<file path="config.mk">
export PLATFORM = sky130hd
export DESIGN_NAME = scc_unit
export DESIGN_NICKNAME = d
export VERILOG_FILES = /design/src/scc_pkg.sv /design/src/scc_unit.sv
export VERILOG_INCLUDE_DIRS = /design/src
export SDC_FILE = /design/constraint.sdc
export NUM_CORES = 1
export LEC_CHECK = 0
export BUFFER_PORTS_ARGS = -buffer_cell sky130_fd_sc_hd__buf_2
export CORE_MARGIN = 2
export CORE_UTILIZATION = 31
export CTS_CLUSTER_DIAMETER = 60
export DETAILED_ROUTE_END_ITERATION = 10
export GPL_ROUTABILITY_DRIVEN = 0
export SLEW_MARGIN = 20
export SYNTH_ARGS = -nofsm -noshare
export SYNTH_HDL_FRONTEND = slang
export SYNTH_SLANG_ARGS = --single-unit
export TNS_END_PERCENT = 30
</file>
<file path="constraint.sdc">
create_clock -name clk -period 1.95 [get_ports clk]
set_input_delay 0.0975 -clock clk [delete_from_list [all_inputs] [get_ports clk]]
set_output_delay 0.0975 -clock clk [all_outputs]
set_load 0.02 [all_outputs]
</file>
<file path="src/scc_params.svh">
// constants for the sixteen-channel capture/compare unit
`ifndef SCC_PARAMS_SVH
`define SCC_PARAMS_SVH
`define SCC_NCH      16
`define SCC_NTMR     2
`define SCC_SRC_PRE  2'h0
`define SCC_SRC_GPT  2'h1
`define SCC_SRC_EXT  2'h2
`define SCC_STAG_EXP 3'h3
`define SCC_TMR_RST  16'h0000
`define SCC_TMR_TOP  16'hFFFF
`define SCC_CC_RST   16'h0000
`endif

</file>
<file path="src/scc_pkg.sv">
// types for the sixteen-channel capture/compare unit
package scc_pkg;
  typedef enum logic [2:0] {
    SCC_OFF  = 3'h0,
    SCC_CAP  = 3'h1,
    SCC_CMP0 = 3'h2,
    SCC_CMP1 = 3'h3,
    SCC_CMP2 = 3'h4,
    SCC_CMP3 = 3'h5,
    SCC_CMP4 = 3'h6
  } scc_func_type;

  // edge_sel bit 0 selects rising, bit 1 falling
  typedef struct packed {
    scc_func_type func;
    logic [1:0]   edge_sel;
    logic         tsel;
  } scc_chcfg_type;

  typedef struct packed {
    logic        run;
    logic [1:0]  src;
    logic [2:0]  pre;
    logic [15:0] reload;
  } scc_tmrcfg_type;
endpackage

</file>
<file path="src/scc_unit.sv">
// sixteen-channel capture/compare array with two reloading time bases
// Notes on behaviour
// - sixteen channels; staggered mode gives eight-cycle resolution
// - two independent 16-bit timers, each with reload
// - timer input: prescaled clock or timer six overflow
// - external count inputs can advance a timer
// - each channel picks timer and capture/compare function
// - one pin per channel: capture input, compare output
// - capture copies assigned timer into channel register
// - each capture raises that channel's interrupt request
// - capture edge: rising, falling or both
// - mode 0 and 1 compare channels match against their timer in the cycle after each timer step
// - mode 0 match: interrupt only, pin untouched
// - mode 1 match: pin toggles on every match
`timescale 1ns/1ps
`include "scc_params.svh"
module scc_unit (
  // clock and reset
  input  wire logic                 clk,
  input  wire logic                 nrst,
  // time base control
  input  wire logic                 stagger,
  input  scc_pkg::scc_tmrcfg_type   tmr_cfg [`SCC_NTMR],
  input  wire logic                 gpt6_ovf,
  input  wire logic [1:0]           ext_cnt,
  // channel control and register access
  input  scc_pkg::scc_chcfg_type    ch_cfg [`SCC_NCH],
  input  wire logic                 wr_en,
  input  wire logic [3:0]           wr_idx,
  input  wire logic [15:0]          wr_data,
  input  wire logic [3:0]           rd_idx,
  // channel pins
  input  wire logic [15:0]          pin_in,
  output logic      [15:0]          pin_out,
  output logic      [15:0]          pin_oe,
  // status
  output logic      [15:0]          irq,
  output logic      [15:0]          rd_data,
  output logic      [15:0]          tmr_q [`SCC_NTMR]
);
  import scc_pkg::*;

  logic [15:0] tmr_ff   [`SCC_NTMR];
  logic [7:0]  pre_ff   [`SCC_NTMR];
  logic [1:0]  es1_ff, es2_ff, es3_ff;
  logic [1:0]  elvl_ff;
  logic [1:0]  tick_ff;
  logic [1:0]  tick;
  logic [1:0]  ext_rise;
  logic [15:0] cc_ff    [`SCC_NCH];
  logic [15:0] ps1_ff, ps2_ff, ps3_ff, plvl_ff;
  logic [15:0] irq_ff, pout_ff, poe_ff, rd_ff;
  logic [15:0] rise, fall, cap_hit, cmp_hit;
  logic [15:0] chan_tmr [`SCC_NCH];

  // external count inputs: three stages, accepted once stages two and three
  // agree, so a single-cycle glitch never counts
  always_ff @(posedge clk or negedge nrst) begin
    if (!nrst) begin
      es1_ff  <= 2'h0;
      es2_ff  <= 2'h0;
      es3_ff  <= 2'h0;
      elvl_ff <= 2'h0;
    end else begin
      es1_ff  <= ext_cnt;
      es2_ff  <= es1_ff;
      es3_ff  <= es2_ff;
      for (int i = 0; i < 2; i++) begin
        if (es2_ff[i] == es3_ff[i]) begin
          elvl_ff[i] <= es3_ff[i];
        end
      end
    end
  end

  genvar t;
  generate
    for (t = 0; t < `SCC_NTMR; t++) begin : g_tmr
      logic [2:0]  exp_w;
      logic [7:0]  mask_w;
      logic        pre_tick;
      logic [15:0] nxt_tmr;
      // staggered mode never lets the prescaler tick faster than every 8 clocks
      assign exp_w    = (stagger && tmr_cfg[t].pre < `SCC_STAG_EXP) ?
                        `SCC_STAG_EXP : tmr_cfg[t].pre;
      assign mask_w   = ~(8'hFF << exp_w);
      assign pre_tick = (pre_ff[t] & mask_w) == mask_w;
      assign ext_rise[t] = (es2_ff[t] == es3_ff[t]) && es3_ff[t] &&
                           !elvl_ff[t];
      assign tick[t]  = tmr_cfg[t].run &&
        ((tmr_cfg[t].src == `SCC_SRC_PRE && pre_tick) ||
         (tmr_cfg[t].src == `SCC_SRC_GPT && gpt6_ovf) ||
         (tmr_cfg[t].src == `SCC_SRC_EXT && ext_rise[t]));
      // wrap loads the reload value rather than zero
      assign nxt_tmr  = (tmr_ff[t] == `SCC_TMR_TOP) ? tmr_cfg[t].reload :
                        tmr_ff[t] + 16'h0001;
      always_ff @(posedge clk or negedge nrst) begin
        if (!nrst) begin
          pre_ff[t]  <= 8'h00;
          tmr_ff[t]  <= `SCC_TMR_RST;
          tick_ff[t] <= 1'b0;
        end else begin
          pre_ff[t]  <= pre_ff[t] + 8'h01;
          tick_ff[t] <= tick[t];
          if (tick[t]) begin
            tmr_ff[t] <= nxt_tmr;
          end
        end
      end
      assign tmr_q[t] = tmr_ff[t];
    end
  endgenerate

  genvar c;
  generate
    for (c = 0; c < `SCC_NCH; c++) begin : g_ch
      logic pin_upd;
      logic is_cmp;
      assign chan_tmr[c] = tmr_ff[ch_cfg[c].tsel];
      assign pin_upd = (ps2_ff[c] == ps3_ff[c]) && (ps3_ff[c] != plvl_ff[c]);
      assign rise[c] = pin_upd && ps3_ff[c];
      assign fall[c] = pin_upd && !ps3_ff[c];
      assign cap_hit[c] = (ch_cfg[c].func == SCC_CAP) &&
        ((ch_cfg[c].edge_sel[0] && rise[c]) ||
         (ch_cfg[c].edge_sel[1] && fall[c]));
      // compare only right after the timer moved, so a held value
      // matches once instead of on every clock
      assign cmp_hit[c] = (ch_cfg[c].func == SCC_CMP0 ||
                           ch_cfg[c].func == SCC_CMP1) &&
        tick_ff[ch_cfg[c].tsel] &&
        (chan_tmr[c] == cc_ff[c]);
      assign is_cmp = ch_cfg[c].func >= SCC_CMP0;
      always_ff @(posedge clk or negedge nrst) begin
        if (!nrst) begin
          cc_ff[c]   <= `SCC_CC_RST;
          irq_ff[c]  <= 1'b0;
          pout_ff[c] <= 1'b0;
          poe_ff[c]  <= 1'b0;
        end else begin
          // a capture beats a software write in the same cycle
          if (cap_hit[c]) begin
            cc_ff[c] <= chan_tmr[c];
          end else if (wr_en && wr_idx == 4'(c)) begin
            cc_ff[c] <= wr_data;
          end
          irq_ff[c] <= cap_hit[c] || cmp_hit[c];
          if (cmp_hit[c] && ch_cfg[c].func == SCC_CMP1) begin
            pout_ff[c] <= !pout_ff[c];
          end
          poe_ff[c] <= is_cmp;
        end
      end
    end
  endgenerate

  always_ff @(posedge clk or negedge nrst) begin
    if (!nrst) begin
      ps1_ff  <= 16'h0000;
      ps2_ff  <= 16'h0000;
      ps3_ff  <= 16'h0000;
      plvl_ff <= 16'h0000;
      rd_ff   <= 16'h0000;
    end else begin
      ps1_ff  <= pin_in;
      ps2_ff  <= ps1_ff;
      ps3_ff  <= ps2_ff;
      plvl_ff <= (ps2_ff ~^ ps3_ff) & ps3_ff |
                 (ps2_ff ^ ps3_ff) & plvl_ff;
      rd_ff   <= cc_ff[rd_idx];
    end
  end

  assign pin_out = pout_ff;
  assign pin_oe  = poe_ff;
  assign irq     = irq_ff;
  assign rd_data = rd_ff;
endmodule

</file>
==> Word-level counts from Yosys, hierarchy flattened <==
Cells that the tools add are included.
{ "totals": {"register_bits": 442, "latch_bits": 0, "mem_bits_rw": 0, "rom_bits": 0, "in_bits": 187, "out_inout_bits": 96, "elab_cells": 682, "n_memories": 0} }
{ "op_classes": {"add_sub_neg": 4, "multipliers": 0, "div": 0, "magnitude_cmp": 51, "eq_ne": 121, "shifts": 2, "muxes": 119, "bitwise_logic": 26, "reduce_logical": 279} }
{ "ops": {"columns": ["operator", "n"], "rows": [
  ["$mux 16", 84],
  ["$eq 16x16->1", 16],
  ["$logic_and 1x1->1", 174],
  ["$eq 3x2->1 const B", 32],
  ["$bmux 16 s4", 1],
  ["$logic_or 1x1->1", 52],
  ["$eq 3x1->1 const B", 16],
  ["$ge 3x2->1 const B", 16],
  ["$logic_not 1->1", 34],
  ["$add 16x1->16 const B", 2],
  ["$and 16x16->16", 2],
  ["$eq 16x16->1 const B", 2],
  ["$eq 4x4->1 const B", 8],
  ["$ge 2x2->1 const B", 16],
  ["$lt 1x2->1 const B", 16],
  ["$mux 1", 32],
  ["$not 1->2", 16],
  ["$reduce_bool 2->1", 16],
  ["$eq 1x1->1", 18],
  ["$add 8x1->8 const B", 2],
  ["$and 8x8->8", 2],
  ["$eq 4x3->1 const B", 4],
  ["$eq 8x8->1", 2],
  ["$ne 1x1->1", 16],
  ["15 further kinds", 23]
]} }

==> Logic depth before layout (Yosys ltp) <==
{ "logic_depth": {"word_depth": 11, "ltp_mapped": 8, "ltp_nobuf": 7} }

==> Worst setup path after synthesis <==
Ideal clock, no wire load.
{ "synth_timing": {"path_kind": "reg2reg", "from": "reg tmr_ff (netlist bit tmr_q[0])", "to": "reg tmr_ff (netlist bit tmr_q[11])", "setup_ns": 0.121, "t_arrival_ns": 1.833, "required_ns": 1.829, "path_slack_ns": -0.004, "stages_incl_launch_ff": 8, "path_buffers": 1, "synth_period_minus_slack_ns": 1.954, "path_cell_list": "dfrtp_1 > buf_2 > and3_1 > nand3_1 > nor3_1 > nand2_1 > a221o_1 > a22o_1"} }
{ "synth_via": {"elab_chain_len": 2, "elab_cells_between_ends": 3, "classes_between": "add/sub (1); eq/ne (1); mux (1)"} }
{ "synth_rtl": {"columns": ["item", "line", "text"], "rows": [
  ["start, declared", "scc_unit.sv:43", "logic [15:0] tmr_ff [`SCC_NTMR];"],
  ["start signal, assigned by index", "scc_unit.sv:100", "tmr_ff[t] <= `SCC_TMR_RST;"],
  ["start signal, assigned by index", "scc_unit.sv:106", "tmr_ff[t] <= nxt_tmr;"],
  ["$add 16x1->16 or $eq 16x16->1 (tied branches)", null, null],
  ["$mux 16 (*)", "scc_unit.sv:95", "assign nxt_tmr = (tmr_ff[t] == `SCC_TMR_TOP) ? tmr_cfg[t].reload :"]
]} }
Mark *: on every way between the ends. The rest lies on a longest branch, timed or not.
A chain may end at the register's enable or synchronous reset.

==> Final worst setup path <==
{ "layout_timing": {"from": "reg tmr_ff (netlist bit tmr_q[2])", "to": "reg pout_ff[6] (netlist: pin_out[6])"} }
{ "layout_via": {"elab_chain_len": 6} }
{ "layout_rtl": {"columns": ["item", "line", "text"], "rows": [
  ["$mux 16 (not written as such) (3 in series)", "scc_unit.sv:119", "assign chan_tmr[c] = tmr_ff[ch_cfg[c].tsel];"],
  ["$eq 16x16->1", "scc_unit.sv:131", "(chan_tmr[c] == cc_ff[c]);"],
  ["$logic_and 1x1->1", "scc_unit.sv:130", "tick_ff[ch_cfg[c].tsel] &&"],
  ["$logic_and 1x1->1", "scc_unit.sv:147", "if (cmp_hit[c] && ch_cfg[c].func == SCC_CMP1) begin"],
  ["end signal, assigned by index", "scc_unit.sv:148", "pout_ff[c] <= !pout_ff[c];"],
  ["end, declared", "scc_unit.sv:52", "logic [15:0] irq_ff, pout_ff, poe_ff, rd_ff;"]
]} }
Every way passes these cells. The select of a mux whose other input is x is not followed.

==> results.md <==
* Outcome: complete, but fails checks
* Failing checks: negative setup slack
* Die W at between 300 and 400 um
* Post-synthesis register bit count at 440
* CP Class: reg -> reg
* Simple-gate share of the synthesized area at between 10% and 20%
* Startpoint types: flip-flop
* Max frequency at 478.7 MHz
* Final core occ at a little over two fifths
* Remaining DRCs at 0
* Commonest non-fill, non-tap cells in the layout: dfrtp_1 (432), buf_2 (280), a21oi_1 (274)
* IO buf count at 282
* Root Buffer: clkbuf_16
* Worst path required time at 2.50 ns
* Antenna violations before repair at 9
* Wire per inst at 25.27 um
* Number of synthesized flops with an enable pin at 0
* Max clock buf depth at 3
* Gr usage total at roughly a quarter
* Starting DRT DRC Count at approximately 2600
* Multi-input gate area at approximately 17000 um^2
* Gate Count Post-Synth at around 2600
* Normalized max-slew margin at ~51%
* Reg area at between 10000 and 15000 um^2
* Worst-skew pair later-pin latency at approximately 0.68 ns
* CTS tree: built
* Sink Count at 440
* Max Clock Skew at between 0.05 and 0.06 ns
* Synth area leader: dfrtp_1
* Synth Area in Adders at less than 1%
* Num rows at 109
* Final setup vio count at 34
* HPWL Detailed at a little under 80000 um
* Pin count of the biggest net entering global routing at 56
* Post-Syn Area at roughly 28000 um^2
* Depth of the worst hold-timing path at 5
* Starting Density at between 30% and 40%
* Fillcell total at around 8000
* Share of the synthesized area in the top cell type at ~40%
* Worst Setup End Kind: flip-flop
* IO Pins at between 200 and 300
* DRT antenna net count at 0
* Die height at 303.3 um
* Share of cells above drive strength 1 at a little over a third
* Hold Crit Class: in -> reg
* Number of CTS-inserted buffers at between 60 and 70
* Mapped Nets at between 2000 and 3000
* Hold Fails Final Rpt at 0
* Final min period at 2.089 ns
* Leakage at ~16 nW
* Total wire length at ~110000 um
* Setup WS post-layout at -0.1391 ns
* Pins Over Slew Limit at 0
* Register area share after synthesis at 39.66%
* Mean Syn Cell Area at about 11 um^2
* Nets@finish at about 3400
* WP data arrival at between 2 and 3 ns
* Synth Area in Compound Gates at ~13%
* Core ar. at 88510 um^2
* RSZ-0062 raised after global routing: true
* Largest family of logic cells by synthesized area: multiplexers
* Critical path peak fanout at 8
* Vias per cell at roughly 5.5
* Vias at 24504
* Commonest non-fill, non-tap cell in the layout: dfrtp_1
* Power Density at 1060 nW/um^2
* Worst VDD drop at 0.8187 mV
* Worst Tran Pin Value at 0.7325 ns
* Ys flop type: dfrtp_1
* First-pass detailed-route iteration total at 5
* Remaining Overflow, GRT at 0
* Die area at 91970 um^2
* Yosys warns at 0
* ANT cells at 0
* H-tree depth at 2
* Synth Area in XOR/XNOR at under 10%
* Leading post-synthesis cells by cell area: dfrtp_1 (40%), mux2i_1 (9.8%), xnor2_1 (7.5%)
* Max-cap violations at 0
* Crit share post-route at 107.1%
* Yosys cell types at between 60 and 70
* Vias in the first global route at 23808
* Post-synth ARST share at 100.0%
* Multiplexer share of the synthesized area at between 20% and 30%
* First-pass GRT wire length at about 160000 um
* Reg clk slew, reported paths at roughly 0.060 ns
* Syn-to-layout area delta at 37.09%
* Reg2Reg Depth at 8
* Hold_ws at ~0.0046 ns
sequential cells by signal, summed over array words and instances, names as in the netlist, 16 cells and up:
signal   cells
rd_data     16
tmr_q       32
ps1_ff      16
ps3_ff      16
pin_oe      16
plvl_ff     16
ps2_ff      16
pin_out     16
irq         16
cc_ff      256
cell usage after synthesis, types with 22 or more instances:
cell and count:
nand3_1 48, inv_1 48, dfrtp_1 440, buf_6 31
clkbuf_1 117, xor2_1 43, a21oi_1 279, nand2_1 57
mux4_2 80, a211oi_1 161, ha_1 22, nor2_1 141
nor4_1 47, buf_2 73, xnor2_1 238, nor2b_1 161
mux2_2 105, mux2i_1 273
critical path: stages, from the launching register on:
cell	delay, ns
dfrtp_1	0.42
buf_4	0.28
mux2i_4	0.11
xnor2_1	0.13
nor4_1	0.32
nand3_1	0.21
buf_6	0.17
nor3_4	0.15
xor2_1	0.15
kinds of logic after synthesis:
family | count (synthesis)
multiplexers | 461
adder cells (fa/ha/maj) | 22
XOR/XNOR | 281
AO/OA/AOI/OAI | 559
buffers and inverters | 281
AND/OR/NAND/NOR | 592
flip-flops | 440
metal layers:
| metal | track usage [%] | wire length [um] | vias to the layer above |
|---|---|---|---|
| met2 | 36.71 | 50400 | 1277 |
| met5 | 0 | 81 | - |
| met1 | 32.46 | 45630 | 12228 |
| met4 | 10.13 | 5156 | 12 |
| li1 | - | - | 10733 |
| met3 | 4.612 | 10610 | 254 |
layout make-up:
class / count / area share [%]
flip-flops and latches: 440 / 28.96
clock buffers: 80 / 4.409
multi-input cells: 1915 / 44.39
inverters: 49 / 0.4833
clock inverters: 30 / 1.068
repair buffers: 749 / 16.86
well taps: 1165 / 3.830
power by group:
part | switching [W] | internal, W | total (W)
sequential | 0.00222 | 0.0112 | 0.0134
combinational | 0.00773 | 0.00752 | 0.0153
clock | 0.00478 | 0.00691 | 0.0117
through the flow:
step	instances	total power [W]	setup TNS [ns]	setup slack [ns]	area (um^2)
after floorplan	2636	0.02088	0	0.01231	27770
after global placement	4170	0.02634	-4.614	-0.3926	33060
after detailed placement	4170	0.02653	-4.963	-0.3959	33060
after CTS	4412	0.03920	-0.7727	-0.08549	37120
after global routing	4428	0.04188	-5.980	-0.2222	38060
final	4428	0.04033	-2.113	-0.1391	38060
worst paths after layout:
kind / startpoint / to / slack, ns
min reg2reg: ps1_ff[8]$_DFF_PN0_ / ps2_ff[8]$_DFF_PN0_ / 0.33
min in group asynchronous: nrst / ps2_ff[8]$_DFF_PN0_ / 0.19
min: tmr_cfg[41] / tmr_q[21]$_DFFE_PN0P_ / 0.005
max in group asynchronous: nrst / cc_ff[152]$_DFFE_PN0P_ / 1.28
max reg2reg: tmr_q[2]$_DFFE_PN0P_ / pin_out[6]$_DFFE_PN0P_ / -0.14
max: tmr_q[2]$_DFFE_PN0P_ / pin_out[6]$_DFFE_PN0P_ / -0.14
what timing repair did:
action / in CTS / in global routing
hold buffers: 124 / 0
setup buffers: 9 / 17
endpoints found under the setup margin: 46 / 62
endpoints found under the hold margin: 620 / 0
cloned: 0 / 1
pin swaps: 43 / 55
gates resized for setup: 134 / 145
Note: power is estimated with default switching activity, not from simulation.
